<file path="src/tc8_pkg.sv">
// Purpose: constants and types for the 8-bit timer/counter with two compare units
// Assumes: AXI4-Lite register access, 32-bit data, one word per register
// Notes:   register offsets and bit layouts are house choices
package tc8_pkg;
   localparam logic [7:0] TC8_CTRL_A_OFS  = 8'h00;
   localparam logic [7:0] TC8_CTRL_B_OFS  = 8'h04;
   localparam logic [7:0] TC8_COUNT_OFS   = 8'h08;
   localparam logic [7:0] TC8_CMPA_OFS    = 8'h0C;
   localparam logic [7:0] TC8_CMPB_OFS    = 8'h10;
   localparam logic [7:0] TC8_MASK_OFS    = 8'h14;
   localparam logic [7:0] TC8_FLAG_OFS    = 8'h18;
   localparam logic [7:0] TC8_POWER_OFS   = 8'h1C;
   localparam logic [7:0] TC8_ACK_OFS     = 8'h20;
   // control a: [7:6] mode a, [5:4] mode b, [1:0] waveform bits 1:0
   localparam int TC8_COMA_POS = 6;
   localparam int TC8_COMB_POS = 4;
   // control b: [7] force a, [6] force b, [3] waveform bit 2, [2:0] clock select
   localparam int TC8_FOCA_POS = 7;
   localparam int TC8_FOCB_POS = 6;
   localparam int TC8_WGM2_POS = 3;
   // flags and masks: [2] compare b, [1] compare a, [0] overflow
   localparam int TC8_OVF_POS  = 0;
   localparam int TC8_OCFA_POS = 1;
   localparam int TC8_OCFB_POS = 2;
   localparam logic [7:0] TC8_BOTTOM = 8'h00;
   localparam logic [7:0] TC8_MAX    = 8'hFF;
   localparam logic [7:0] TC8_RESET8 = 8'h00;
   localparam logic [1:0] TC8_RESP_OKAY   = 2'h0;
   localparam logic [1:0] TC8_RESP_SLVERR = 2'h2;
   // prescaler taps, counted in i/o clock cycles
   localparam int TC8_DIV8    = 8;
   localparam int TC8_DIV64   = 64;
   localparam int TC8_DIV256  = 256;
   localparam int TC8_DIV1024 = 1024;
   typedef enum logic [2:0] {
      TC8_CS_STOP = 3'h0, TC8_CS_DIV1 = 3'h1, TC8_CS_DIV8 = 3'h2, TC8_CS_DIV64 = 3'h3,
      TC8_CS_DIV256 = 3'h4, TC8_CS_DIV1024 = 3'h5, TC8_CS_EXT_FALL = 3'h6,
      TC8_CS_EXT_RISE = 3'h7
   } tc8_cs_t;
   // waveform modes: 0 normal, 1 phase pwm max, 2 clear on match, 3 fast pwm max,
   // 5 phase pwm to a, 7 fast pwm to a; 4 and 6 reserved, treated as normal
   localparam logic [2:0] TC8_WGM_NORMAL = 3'h0;
   localparam logic [2:0] TC8_WGM_PHASE  = 3'h1;
   localparam logic [2:0] TC8_WGM_CTC    = 3'h2;
   localparam logic [2:0] TC8_WGM_FAST   = 3'h3;
   localparam logic [2:0] TC8_WGM_PHASEA = 3'h5;
   localparam logic [2:0] TC8_WGM_FASTA  = 3'h7;
   typedef enum logic [2:0] {
      TC8_W_IDLE = 3'b001, TC8_W_RESP = 3'b010, TC8_W_HOLD = 3'b100
   } tc8_wst_t;
endpackage : tc8_pkg

</file>
<file path="src/tc8_timer.sv">
// Purpose: 8-bit timer/counter, two compare units, AXI4-Lite registers
// Assumes: single clock aclk, synchronous active-low reset aresetn
// Notes:   external count pin is synchronised before edge detection
// Function
// - counter and both compare values are 8-bit bus-visible registers
// - count zero is bottom, raising an internal bottom indication
// - count all-ones is maximum
// - top is maximum or compare value a, depending on mode
// - tick comes from prescaler or external pin, with edge choice
// - clock select zero gives no tick; counter stops
// - software may read and write the counter at any time
// - software counter write beats clear and count
// - each tick clears, increments or decrements by one per direction
// - three-bit waveform mode split over control a and b
// - overflow flag set where mode defines; can request interrupt
// - counter compared continuously with both compare values
// - compare flag sets on the tick after the match
// - enabled set flag requests interrupt; servicing clears it
// - writing one clears a flag; zero leaves it
// - flag register shows all three flags, not gated by the mask bits
// - compare values double-buffered in pwm modes only
// - buffered value moves to active only at top or bottom
// - buffering on: software sees buffer; off: active register
// - compare outputs formed from match, mode, output mode, top, bottom
// - mode zero counts up, wraps, overflow when count becomes zero
// - mode two clears counter on match with compare a
// - counter write blocks compare matches on the next tick
// - force strobe acts on output as a match in non-pwm modes
`timescale 1ns/1ps
`default_nettype none
module tc8_timer
   import tc8_pkg::*;
(
   input  wire logic        aclk,
   input  wire logic        aresetn,
   input  wire logic [7:0]  s_axi_awaddr,
   input  wire logic        s_axi_awvalid,
   output var  logic        s_axi_awready,
   input  wire logic [31:0] s_axi_wdata,
   input  wire logic [3:0]  s_axi_wstrb,
   input  wire logic        s_axi_wvalid,
   output var  logic        s_axi_wready,
   output var  logic [1:0]  s_axi_bresp,
   output var  logic        s_axi_bvalid,
   input  wire logic        s_axi_bready,
   input  wire logic [7:0]  s_axi_araddr,
   input  wire logic        s_axi_arvalid,
   output var  logic        s_axi_arready,
   output var  logic [31:0] s_axi_rdata,
   output var  logic [1:0]  s_axi_rresp,
   output var  logic        s_axi_rvalid,
   input  wire logic        s_axi_rready,
   input  wire logic        external_count_pin,
   input  wire logic [2:0]  irq_ack,
   output var  logic [2:0]  irq_req,
   output var  logic        compare_output_a,
   output var  logic        compare_output_b
);
   typedef struct packed {
      logic [7:0]  ctrl_a;
      logic [7:0]  ctrl_b;
      logic [7:0]  count_value;
      logic [7:0]  cmp_a;
      logic [7:0]  cmp_b;
      logic [7:0]  buf_a;
      logic [7:0]  buf_b;
      logic [2:0]  flags;
      logic [2:0]  masks;
      logic        power_reduce;
      logic        dir_down;
      logic        block_match;
      logic [9:0]  presc;
      logic [2:0]  pin_sync;
      logic        oc_a;
      logic        oc_b;
      logic [2:0]  irq;
      tc8_wst_t    wst;
      logic        aw_got;
      logic        w_got;
      logic [7:0]  aw_addr;
      logic [31:0] w_data;
      logic        bvalid;
      logic [1:0]  bresp;
      logic        rvalid;
      logic [31:0] rdata;
      logic [1:0]  rresp;
      logic        aw_rdy;
      logic        w_rdy;
      logic        ar_rdy;
   } tc8_state_t;

   tc8_state_t st_r;
   tc8_state_t st_nxt;

   logic [2:0] wgm;
   logic       is_pwm;
   logic       is_fast;
   logic [7:0] top_val;
   logic       at_top;
   logic       at_bottom;
   logic       tick;
   logic       pin_rise;
   logic       pin_fall;
   logic [1:0] match;
   logic       wr_go;
   logic       load_buf;
   logic [7:0] rd_val;
   logic [7:0] wb;

   function automatic logic oc_next(input logic cur, input logic [1:0] com,
                                    input logic pwm, input logic up);
      logic r;
      r = cur;
      unique case (com)
         2'h1:    r = pwm ? cur : ~cur;
         2'h2:    r = pwm ? ~up : 1'b0;
         2'h3:    r = pwm ? up : 1'b1;
         default: r = cur;
      endcase
      return r;
   endfunction : oc_next

   always_comb begin
      wgm       = {st_r.ctrl_b[TC8_WGM2_POS], st_r.ctrl_a[1:0]};
      is_pwm    = (wgm == TC8_WGM_PHASE) || (wgm == TC8_WGM_FAST) ||
                  (wgm == TC8_WGM_PHASEA) || (wgm == TC8_WGM_FASTA);
      is_fast   = (wgm == TC8_WGM_FAST) || (wgm == TC8_WGM_FASTA);
      top_val   = (wgm == TC8_WGM_CTC || wgm == TC8_WGM_PHASEA || wgm == TC8_WGM_FASTA) ?
                  st_r.cmp_a : TC8_MAX;
      at_top    = (st_r.count_value == top_val);
      at_bottom = (st_r.count_value == TC8_BOTTOM);
      pin_rise  = st_r.pin_sync[1] & ~st_r.pin_sync[2];
      pin_fall  = ~st_r.pin_sync[1] & st_r.pin_sync[2];
      unique case (tc8_cs_t'(st_r.ctrl_b[2:0]))
         TC8_CS_DIV1:     tick = 1'b1;
         TC8_CS_DIV8:     tick = st_r.presc[2:0] == 3'h7;
         TC8_CS_DIV64:    tick = st_r.presc[5:0] == 6'h3F;
         TC8_CS_DIV256:   tick = st_r.presc[7:0] == 8'hFF;
         TC8_CS_DIV1024:  tick = st_r.presc == 10'h3FF;
         TC8_CS_EXT_FALL: tick = pin_fall;
         TC8_CS_EXT_RISE: tick = pin_rise;
         default:         tick = 1'b0;
      endcase
      if (st_r.power_reduce) begin
         tick = 1'b0;
      end
      match = {st_r.count_value == st_r.cmp_b, st_r.count_value == st_r.cmp_a};
      wr_go    = st_r.aw_got && st_r.w_got && st_r.wst == TC8_W_IDLE;
      wb       = st_r.w_data[7:0];
      // load at top, or bottom for phase pwm
      load_buf = is_pwm && tick && (is_fast ? at_top : at_bottom);
   end

   always_comb begin
      st_nxt = st_r;
      st_nxt.pin_sync = {st_r.pin_sync[1:0], external_count_pin};
      st_nxt.presc    = st_r.presc + 10'h001;
      st_nxt.bvalid   = st_r.bvalid && !s_axi_bready;
      st_nxt.rvalid   = st_r.rvalid && !s_axi_rready;
      rd_val = TC8_RESET8;

      if (tick) begin
         // flag set by the tick ending the match cycle
         if (!st_r.block_match && match[0]) st_nxt.flags[TC8_OCFA_POS] = 1'b1;
         if (!st_r.block_match && match[1]) st_nxt.flags[TC8_OCFB_POS] = 1'b1;
         st_nxt.block_match = 1'b0;
         if (!st_r.block_match && match[0])
            st_nxt.oc_a = oc_next(st_r.oc_a, st_r.ctrl_a[TC8_COMA_POS +: 2], is_pwm,
                                  !st_r.dir_down);
         if (!st_r.block_match && match[1])
            st_nxt.oc_b = oc_next(st_r.oc_b, st_r.ctrl_a[TC8_COMB_POS +: 2], is_pwm,
                                  !st_r.dir_down);
         if (is_fast && at_top) begin
            if (st_r.ctrl_a[TC8_COMA_POS +: 2] == 2'h2) st_nxt.oc_a = 1'b1;
            if (st_r.ctrl_a[TC8_COMA_POS +: 2] == 2'h3) st_nxt.oc_a = 1'b0;
            if (st_r.ctrl_a[TC8_COMB_POS +: 2] == 2'h2) st_nxt.oc_b = 1'b1;
            if (st_r.ctrl_a[TC8_COMB_POS +: 2] == 2'h3) st_nxt.oc_b = 1'b0;
         end
         if (is_pwm && !is_fast) begin
            if (at_top) st_nxt.dir_down = 1'b1;
            else if (at_bottom) st_nxt.dir_down = 1'b0;
            st_nxt.count_value = (at_top || (st_r.dir_down && !at_bottom)) ?
                                 st_r.count_value - 8'h01 : st_r.count_value + 8'h01;
            if (at_bottom) st_nxt.flags[TC8_OVF_POS] = 1'b1;
         end else if (is_fast || wgm == TC8_WGM_CTC) begin
            st_nxt.dir_down    = 1'b0;
            st_nxt.count_value = at_top ? TC8_BOTTOM : st_r.count_value + 8'h01;
            // overflow at max or top per mode
            if (is_fast ? at_top : st_r.count_value == TC8_MAX)
               st_nxt.flags[TC8_OVF_POS] = 1'b1;
         end else begin
            st_nxt.dir_down    = 1'b0;
            st_nxt.count_value = st_r.count_value + 8'h01;
            if (st_r.count_value == TC8_MAX) st_nxt.flags[TC8_OVF_POS] = 1'b1;
         end
         if (load_buf) begin
            st_nxt.cmp_a = st_r.buf_a;
            st_nxt.cmp_b = st_r.buf_b;
         end
      end
      if (!is_pwm) begin
         st_nxt.buf_a = st_r.cmp_a;
         st_nxt.buf_b = st_r.cmp_b;
      end

      // serviced interrupt clears its flag, unless set again now
      for (int i = 0; i < 3; i++) begin
         if (irq_ack[i] && !(st_nxt.flags[i] && !st_r.flags[i])) st_nxt.flags[i] = 1'b0;
      end

      // write channel; one write in flight, response before next
      if (s_axi_awvalid && !st_r.aw_got) begin
         st_nxt.aw_got  = 1'b1;
         st_nxt.aw_addr = s_axi_awaddr;
      end
      if (s_axi_wvalid && !st_r.w_got) begin
         st_nxt.w_got  = 1'b1;
         st_nxt.w_data = s_axi_wstrb[0] ? s_axi_wdata : 32'h0;
      end
      unique case (st_r.wst)
         TC8_W_IDLE: begin
            if (wr_go) begin
               st_nxt.wst    = TC8_W_RESP;
               st_nxt.bvalid = 1'b1;
               st_nxt.bresp  = TC8_RESP_OKAY;
               unique case (st_r.aw_addr)
                  TC8_CTRL_A_OFS: st_nxt.ctrl_a = wb;
                  TC8_CTRL_B_OFS: begin
                     st_nxt.ctrl_b = {2'b00, wb[5:0]};
                     // force acts only in non-pwm modes
                     if (!is_pwm && wb[TC8_FOCA_POS])
                        st_nxt.oc_a = oc_next(st_r.oc_a, st_r.ctrl_a[TC8_COMA_POS +: 2],
                                              1'b0, 1'b1);
                     if (!is_pwm && wb[TC8_FOCB_POS])
                        st_nxt.oc_b = oc_next(st_r.oc_b, st_r.ctrl_a[TC8_COMB_POS +: 2],
                                              1'b0, 1'b1);
                  end
                  TC8_COUNT_OFS: begin
                     st_nxt.count_value = wb;
                     st_nxt.block_match = 1'b1;
                  end
                  TC8_CMPA_OFS: if (is_pwm) st_nxt.buf_a = wb; else st_nxt.cmp_a = wb;
                  TC8_CMPB_OFS: if (is_pwm) st_nxt.buf_b = wb; else st_nxt.cmp_b = wb;
                  TC8_MASK_OFS: st_nxt.masks = wb[2:0];
                  TC8_FLAG_OFS: begin
                     // write one clears; a same-cycle set wins
                     for (int i = 0; i < 3; i++) begin
                        if (wb[i] && !(st_nxt.flags[i] && !st_r.flags[i]))
                           st_nxt.flags[i] = 1'b0;
                     end
                  end
                  TC8_POWER_OFS: st_nxt.power_reduce = wb[0];
                  default: st_nxt.bresp = TC8_RESP_SLVERR;
               endcase
            end
         end
         TC8_W_RESP: begin
            if (s_axi_bready) begin
               st_nxt.wst    = TC8_W_HOLD;
               st_nxt.aw_got = 1'b0;
               st_nxt.w_got  = 1'b0;
            end
         end
         TC8_W_HOLD: st_nxt.wst = TC8_W_IDLE;
      endcase

      // read channel
      unique case (s_axi_araddr)
         TC8_CTRL_A_OFS: rd_val = st_r.ctrl_a;
         TC8_CTRL_B_OFS: rd_val = st_r.ctrl_b;
         TC8_COUNT_OFS:  rd_val = st_r.count_value;
         TC8_CMPA_OFS:   rd_val = is_pwm ? st_r.buf_a : st_r.cmp_a;
         TC8_CMPB_OFS:   rd_val = is_pwm ? st_r.buf_b : st_r.cmp_b;
         TC8_MASK_OFS:   rd_val = {5'h00, st_r.masks};
         TC8_FLAG_OFS:   rd_val = {5'h00, st_r.flags};
         TC8_POWER_OFS:  rd_val = {7'h00, st_r.power_reduce};
         default:        rd_val = TC8_RESET8;
      endcase
      if (s_axi_arvalid && !st_r.rvalid) begin
         st_nxt.rvalid = 1'b1;
         st_nxt.rdata  = {24'h000000, rd_val};
         st_nxt.rresp  = (s_axi_araddr <= TC8_POWER_OFS && s_axi_araddr[1:0] == 2'h0) ?
                         TC8_RESP_OKAY : TC8_RESP_SLVERR;
      end
      st_nxt.irq = st_nxt.flags & st_nxt.masks;
      // readies kept in flops so no port is combinational
      st_nxt.aw_rdy = !st_nxt.aw_got;
      st_nxt.w_rdy  = !st_nxt.w_got;
      st_nxt.ar_rdy = !st_nxt.rvalid;
   end

   always_ff @(posedge aclk) begin
      if (!aresetn) begin
         st_r          <= '0;
         st_r.wst      <= TC8_W_IDLE;
         st_r.aw_rdy   <= 1'b1;
         st_r.w_rdy    <= 1'b1;
         st_r.ar_rdy   <= 1'b1;
      end else begin
         st_r <= st_nxt;
      end
   end

   assign s_axi_awready   = st_r.aw_rdy;
   assign s_axi_wready    = st_r.w_rdy;
   assign s_axi_bvalid    = st_r.bvalid;
   assign s_axi_bresp     = st_r.bresp;
   assign s_axi_arready   = st_r.ar_rdy;
   assign s_axi_rvalid    = st_r.rvalid;
   assign s_axi_rdata     = st_r.rdata;
   assign s_axi_rresp     = st_r.rresp;
   assign irq_req         = st_r.irq;
   assign compare_output_a = st_r.oc_a;
   assign compare_output_b = st_r.oc_b;
endmodule : tc8_timer
`default_nettype wire

</file>
<file path="config.mk">
export PLATFORM = sky130hd
export DESIGN_NAME = tc8_timer
export DESIGN_NICKNAME = d
export VERILOG_FILES = /design/src/tc8_pkg.sv /design/src/tc8_timer.sv
export SDC_FILE = /design/constraint.sdc
export NUM_CORES = 1
export LEC_CHECK = 0
export ABC_AREA = 1
export BUFFER_PORTS_ARGS = -buffer_cell sky130_fd_sc_hd__buf_2
export CAP_MARGIN = 20
export CORE_MARGIN = 4
export CORE_UTILIZATION = 45
export DETAILED_ROUTE_END_ITERATION = 8
export PLACE_DENSITY = 0.64
export SYNTH_ARGS = -nofsm -noshare
export SYNTH_HDL_FRONTEND = slang
export SYNTH_SLANG_ARGS = --single-unit
</file>
<file path="constraint.sdc">
create_clock -name aclk -period 5.5 [get_ports aclk]
set_clock_uncertainty 0.1 [all_clocks]
set_input_delay 1.1 -clock aclk [delete_from_list [all_inputs] [get_ports aclk]]
set_output_delay 1.1 -clock aclk [all_outputs]
set_load 0.05 [all_outputs]
</file>
==> Yosys cells after proc, flatten, opt, wreduce, memory -nomap -nowiden <==
Index checks and enable logic that the tools add are counted.
{ "word_totals": {"ff_bits": 119, "inputBits": 63, "output_inout_bits": 46, "elab_cells": 242} }
{ "op_classes": {"n_addsub": 3, "order_cmp": 1, "n_eq_ne": 48, "mux": 83, "bitwise_logic": 7, "reduce_logical": 70} }
{ "op_table": {"columns": ["operator", "count"], "rows": [
  ["8-bit two-way mux", 17],
  ["47-bit two-way mux", 2],
  ["8-bit by 5-bit == test with 1-bit output, second input constant", 8],
  ["8-bit case mux with 8 select lines", 1],
  ["1-bit two-way mux", 38],
  ["35-bit two-way mux", 1],
  ["8-bit by 4-bit == test with 1-bit output, second input constant", 4],
  ["16-bit two-way mux", 2],
  ["1-bit logical AND", 29],
  ["3-bit == test, second input constant", 8],
  ["8-bit == test", 3],
  ["8-bit logical NOT", 3],
  ["24-bit two-way mux", 1],
  ["1-bit logical NOT", 22],
  ["3-bit two-way mux", 6],
  ["8-bit by 3-bit == test with 1-bit output, second input constant", 2],
  ["8-bit == test, second input constant", 2],
  ["2-bit two-way mux", 8],
  ["3-bit by 2-bit == test with 1-bit output, second input constant", 5],
  ["7-bit by 6-bit inequality test with 1-bit output, second input constant", 2],
  ["1-bit case mux with 3 select lines", 4],
  ["10-bit by 1-bit adder with 10-bit output, second input constant", 1],
  ["10-bit == test, second input constant", 1],
  ["3-bit by 1-bit == test with 1-bit output, second input constant", 3],
  ["other kinds (19)", 39]
]} }

==> Longest topological paths before layout <==
Gate-level depths: netlist (run 1).
{ "logic_depth": {"ltp_word": 22, "mapped_depth": 16, "ltp_nobuf": 15} }

==> Worst setup path before layout (run 1) <==
OpenSTA, ideal clock, no wires.
{ "synth_path": {"path_type": "input to register", "from": "in s_axi_araddr[0]", "to": "reg st_r, in the netlist s_axi_rdata[2]", "setup_time_ps": 70, "arrival_ps": 2106, "t_required_ps": 5330, "setup_slack_ps": 3224, "path_stages": 9, "path_buffers": 0, "cell_sequence": "inv_1 nand2_1 nor3_1 nand2_1 o22ai_1 nor2_1 nand2_1 nand2_1 a21oi_1"} }
{ "synth_between": {"elab_chain_cells": 2, "elab_cells_between_ends": 9, "classes_between": "eq/ne (7); mux (1); reduce/logical (1)"} }
{ "synth_lines": {"columns": ["item", "line", "text"], "rows": [
  ["start, declared", "tc8_timer.sv:46", "input wire logic [7:0] s_axi_araddr,"],
  ["8-bit by 5-bit == test with 1-bit output, or another cell as far along", "tc8_timer.sv:268", "unique case (s_axi_araddr)"],
  ["8-bit case mux with 8 select lines (*)", "tc8_timer.sv:268", null],
  ["end signal, assigned", "tc8_timer.sv:300", "st_r <= st_nxt;"],
  ["end, declared", "tc8_timer.sv:92", "tc8_state_t st_r;"]
]} }
Every way passes the cells marked *; elsewhere a longest branch is shown, timed or not.
A chain may end at the register's enable or synchronous reset.

==> Final worst setup path (run 1) <==
{ "layout_path": {"from": "reg st_r[94] (netlist bit)", "to": "reg st_r[148] (netlist bit)"} }
{ "layout_between": {"elab_chain_cells": 7, "elab_cells_between_ends": 10, "classes_between": "eq/ne (4); mux (6)"} }
{ "layout_lines": {"columns": ["item", "line", "text"], "rows": [
  ["10-bit == test, or another cell as far along", "tc8_timer.sv:139", "TC8_CS_DIV1024: tick = st_r.presc == 10'h3FF;"],
  ["1-bit case mux with 7 select lines (*)", "tc8_timer.sv:134", "unique case (tc8_cs_t'(st_r.ctrl_b[2:0]))"],
  ["1-bit two-way mux (*)", "tc8_timer.sv:144", "if (st_r.power_reduce) begin"],
  ["24-bit two-way mux (*)", "tc8_timer.sv:162", "if (tick) begin"],
  ["8-bit two-way mux", "tc8_timer.sv:226", "unique case (st_r.aw_addr)"],
  ["47-bit two-way mux", "tc8_timer.sv:222", "if (wr_go) begin"],
  ["47-bit two-way mux (*)", "tc8_timer.sv:220", "unique case (st_r.wst)"]
]} }
Marks and branches as above.

==> results of run 1 <==
==> per-layer routing <==
layer	GRT usage	routed length, µm
met2	0.3785	8832
met5	0	0
met1	0.3116	8474
met3	0.04830	1313
met4	0.08741	536
==> flip-flops by register name, indices dropped and copies added, names as in the netlist <==
name,cells
st_r,95
s_axi_rdata,8
irq_req,3
st_nxt,2
compare_output_a,1
compare_output_b,1
s_axi_arready,1
s_axi_awready,1
s_axi_bresp,1
s_axi_bvalid,1
s_axi_rresp,1
s_axi_rvalid,1
s_axi_wready,1
==> through the flow <==
step	hold slack [ns]	power, µW	cells	setup slack, ns	utilization
6_report	0.3094	2230	1224	2.667	0.5125
5_1_grt	0.3569	2308	1224	2.369	0.5125
4_1_cts	0.3147	2243	1224	2.670	0.5125
3_5_place_dp	0.3008	1081	1192	2.627	0.4695
3_3_place_gp	0.2917	1079	1192	2.620	0.4695
2_1_floorplan	0.2905	1051	1026	3.224	-
==> worst min-delay path, delay by kind of cell (launching register included) <==
| family | cells | cell delay [ns] |
|---|---|---|
| buffers and inverters | 1 | 0.04 |
| and+or+nand+nor | 1 | 0.04 |
| DFF | 1 | 0.30 |
==> where the power goes <==
group          switching, µW  internal, µW  leakage [µW]
combinational            134          41.1       0.00208
clock                    423           742      0.000301
sequential              20.9           869      0.000950
total                    578          1650       0.00333
==> cell type report <==
type	instances	area [µm²]	share of cell area
flip-flops and latches	117	2344	0.3146
inverters	133	509.2	0.06837
multi-input cells	700	3443	0.4623
clock buffers	19	452.9	0.06081
repair buffers	58	297.8	0.03998
well taps	184	230.2	0.03091
clock inverters	13	171.4	0.02301
==> cells by family after synthesis <==
kind of cell | after synthesis
buffers and inverters | 209
DFF | 117
AOI/OAI and AO/OA | 218
xor gates and xnor gates | 11
other | 1
and+or+nand+nor | 440
adders and majority gates | 5
==> Yosys cell counts, drive strengths merged, types with 12 or more instances <==
cell,n,share of area
clkbuf,19,0.011
inv,132,0.076
nand2,224,0.14
nor3,21,0.016
a211oi,12,0.014
o22ai,18,0.017
a21oi,105,0.079
nor2,84,0.051
nand3b,12,0.014
o21ai,74,0.057
dfxtp,117,0.35
buf,57,0.060
nand3,71,0.056
==> final timing paths <==
check,slack [ns],startpoint,cells after the start,end
worst max-delay path,2.67,st_r[94],13,st_r[148]
worst min register to register,0.31,st_nxt[92],2,st_nxt[93]
worst max register to register,2.67,st_r[94],13,st_r[148]
worst min-delay path,0.31,st_nxt[92],2,st_nxt[93]
==> metrics.yaml, run 1 <==
fp.dieArea_mm2: 0.01684
min_path_type: "flop to flop"
vias: 6374
run_status: "finished clean"
synth-simple-area-share: 0.3012
max-vdd-ir-drop_mv: 0.2563
synthDistinctLibCells: 44
final_common_cell: "nand2_1"
grt-ovfl-total: 0
cp-end-kind: "flop"
placed_cell_area_mm2: 0.006824
ant_nets: 0
hold_viol_final: 0
yosysSeqAreaShare: 0.3511
clock-sinks: 117
clk_pin_slew_worst_paths_ns: 0.06
ctsHoldBuffers: 0
min_period_ns: 2.833
rsz0062_at_grt: "false"
layout-drive-gt1-share: 0.1183
die_x_um: 129.8
fmax_ghz: 0.3530
first_iter_violations: 442
worstMarginPinSlew_ns: 0.6059
yosys_register_bits: 117
cts_tree: "done"
syn_to_final_growth_pct: 11.65
period_share: 0.5150
async_flop_share: 0
fin_nets: 1095
first_global_vias: 5949
wl_um: 19160
via_per_inst: 5.208
fillers: 1509
synth_edf_count: 0
drc: 0
syn_area_per_cell_um2: 6.665
cts_max_level: 4
rows: 44
synth_compound_area_frac: 0.1765
max-clock-path-buffers: 2
initial_utilization: 0.4590
grt_max_degree: 59
ys.flop_type: "dfxtp_1"
syn_inst: 1001
setup_violations: 0
root_buffer: "clkbuf_16"
relSlewSlack: 0.5951
critPathSlowestCell: "inv_2"
critPathTopFamily: "simple AND/OR/NAND/NOR gates"
cts_resized: 0
die_h_um: 129.8
synthAdderAreaFrac: 0.009377
design.core.area_mm2: 0.01453
max_cap_viol_count: 0
gp_congestion: 0.8854
routedWlPerCell_um: 15.65
slowest_delay_ns: 0.62
antenna_found_initial: 0
postCtsSetupRepairBufs: 0
startpoint_type: "flop"
dr.pass1.iters: 6
syn_area_mm2: 0.006671
synth_top_family_by_area: "simple AND/OR/NAND/NOR gates"
cp_data_arrival_time_ns: 3.08
place_hpwl_um: 13780
most-common-layout-cells: "218 x nand2_1, 119 x inv_1, 116 x dfxtp_1"
synth_warnings: 0
slew_violations: 0
path_class: "flop to flop"
cp_common_cell: "nand2_1"
ioPinCount: 109
clk_latency_ns: 0.42
crit_chain: "ha_1 > nand2_1 > nor2_2 > nand3_1 > nand2_1 > o21ai_1 > nand2_1 > nand3_2 > inv_2 > nand2_1 > inv_1 > nand3_1 > a21oi_1"
cp_max_fo: 22
crit_buf_inv: 2
power_density_mw_per_mm2: 299.4
synth_xor_area_frac: 0.01444
p_leak_uw: 0.003326
cp.required_ns: 5.75
final.setup.tns_ns: 0
antenna_cells: 0
io_buffers: 55
track_usage: 0.2348
design_area_mm2: 0.007448
cts_buffers: 17
synthMuxAreaShare: 0
grt_pass1_wl_um: 30570
Note: power is estimated with default switching activity, not from simulation.
==> run 2: changes to the inputs <==
clock period = 2.75 ns   (was 5.5 ns; I/O delays follow)
==> run 2 against run 1 <==
  * Flip-flop and latch count unchanged
  * Core utilization up 0.56 points
  * Total power up 100%
  * First-iteration DRC count up 40%
==> metrics.yaml, run 2 (synthesis gave the netlist of run 1 again) <==
crit_buf_inv: 3  # +1
min_path_type: "input port to flop"
cts_max_level: 4  # unchanged
min_period_ns: 2.327  # -0.5059 ns
wl_um: 19500  # +1.8%
period_share: 0.8461  # +0.3311
hold_depth: 3  # +1
routedWlPerCell_um: 15.82  # +1.1%
drc: 0  # unchanged
fp.dieArea_mm2: 0.01684  # unchanged
layout-drive-gt1-share: 0.1258  # +0.007565
setup_violations: 0  # unchanged
startpoint_type: "flop"
hold_viol_final: 0  # unchanged
postCtsSetupRepairBufs: 0  # unchanged
clk_pin_slew_worst_paths_ns: 0.06  # about the same
die_h_um: 129.8  # unchanged
cp.required_ns: 2.98  # -2.77 ns
grt_max_degree: 50  # -15%
ant_nets: 0  # unchanged
fmax_ghz: 0.4298  # +22%
crit_chain: "inv_2 > nand2_1 > nand2_1 > nor2_2 > nand2_2 > nor2_4 > nand2_4 > inv_6 > nand2_8 > o21ai_4 > nand2_4 > nand2_1 > nand3_1 > nand2_1 > inv_1"
ctsHoldBuffers: 0  # unchanged
syn_to_final_growth_pct: 12.87
fin_nets: 1104  # +0.82%
critPathSlowestCell: "dfxtp_1"
placed_cell_area_mm2: 0.006904  # +1.2%
cts_tree: "done"
path_class: "flop to flop"
design.core.area_mm2: 0.01453  # unchanged
antenna_found_initial: 0  # unchanged
antenna_cells: 0  # unchanged
worstRegToRegCells: 15  # +2
relSlewSlack: 0.6252  # +0.03012
grt_pass1_wl_um: 30660  # +0.29%
critPathTopFamily: "simple AND/OR/NAND/NOR gates"
p_leak_uw: 0.003371  # +1.4%
power_density_mw_per_mm2: 597.0  # +99%
vias: 6494  # +1.9%
design_area_mm2: 0.007530  # +1.1%
place_inst: 1201  # +0.76%
via_per_inst: 5.267  # +1.1%
die_x_um: 129.8  # unchanged
first_iter_violations: 620  # +40%
cp-end-kind: "flop"
cp_common_cell: "nand2_1"
final.setup.tns_ns: 0  # unchanged
io_buffers: 55  # unchanged
largest-register: "st_r"
place_hpwl_um: 14190  # +2.9%
most-common-layout-cells: "218 x nand2_1, 119 x inv_1, 116 x dfxtp_1"
run_status: "finished clean"
clk_latency_ns: 0.43  # about the same
max_cap_viol_count: 0  # unchanged
cts_resized: 0  # unchanged
clock-sinks: 117  # unchanged
cp_max_fo: 10  # -55%
track_usage: 0.2364  # +0.001611
cp_data_arrival_time_ns: 2.56  # -0.52 ns
ioPinCount: 109  # unchanged
dr.pass1.iters: 5  # -1
largest_reg_flops: 95  # unchanged
slowest_delay_ns: 0.61  # about the same
gp_congestion: 0.9478  # +7.0%
rows: 44  # unchanged
rsz0062_at_grt: "false"
grt-ovfl-total: 0  # unchanged
max-vdd-ir-drop_mv: 0.4556  # +78%
cts_buffers: 17  # unchanged
max-clock-path-buffers: 2  # unchanged
cp.depth: 15  # +2
worstMarginPinSlew_ns: 0.5609  # -0.04507 ns
initial_utilization: 0.4590  # unchanged
finalNonFillerCells: 1233  # +0.74%
final_common_cell: "nand2_1"
slew_violations: 0  # unchanged
first_global_vias: 5867  # -1.4%
root_buffer: "clkbuf_16"
-- run 2: changes by cell type in the layout (fill, tap and decap cells not counted), sizes merged --
| cell | delta |
|---|---|
| inv | -1 |
| buf | +9 |
| clkinvlp | +1 |
-- run 2: through the flow --
stage	total power [µW]	utilization	hold slack (ns)	setup WS (ns)
CTS	4507	0.5181	0.2088	0.4826
global placement	2166	0.4750	0.3174	0.5119
floorplan	2101	-	0.2905	0.8891
detailed placement	2169	0.4750	0.3160	0.5041
finish	4495	0.5181	0.2168	0.4232
global route	4631	0.5181	0.2310	0.1780
-- run 2: worst reg2reg max path, cell delays in order, from the launching register on --
cell and delay (ns):
dfxtp_1 0.61, inv_2 0.17, nand2_1 0.10, nand2_1 0.09, nor2_2 0.13, nand2_2 0.08
nor2_4 0.15, nand2_4 0.10, inv_6 0.09, nand2_8 0.06, o21ai_4 0.16, nand2_4 0.14
nand2_1 0.09, nand3_1 0.06, nand2_1 0.07, inv_1 0.04
-- run 2: final timing paths --
path | start | endpoint | slack (ns)
worst max register to register | st_r[147] | st_r[139] | 0.42
worst max-delay path | st_r[147] | st_r[139] | 0.42
worst min-delay path | external_count_pin | st_nxt[92] | 0.22
worst min register to register | st_nxt[93] | st_r[93] | 0.32
-- run 2: report_power, final --
group,switching [µW],internal [µW]
Clock,877,1480
Sequential,41.6,1740
Combinational,270,86.5
Total,1190,3310
-- run 2: cell type report --
cell class              instances  area, µm²
flip-flops and latches        117       2344
clock buffers                  19      452.9
repair buffers                 67      377.9
multi-input cells             700       3443
clock inverters                13      172.7
inverters                     133      509.2
well taps                     184      230.2
fillers                      1541       7004
-- run 2: metal layers --
metal / up-vias / global-route usage / wire [µm]
met4: 0 / 0.09352 / 603
met5: - / 0 / 0
li1: 3282 / - / -
met2: 278 / 0.3618 / 8628
met3: 38 / 0.04912 / 1509
met1: 2896 / 0.3273 / 8758
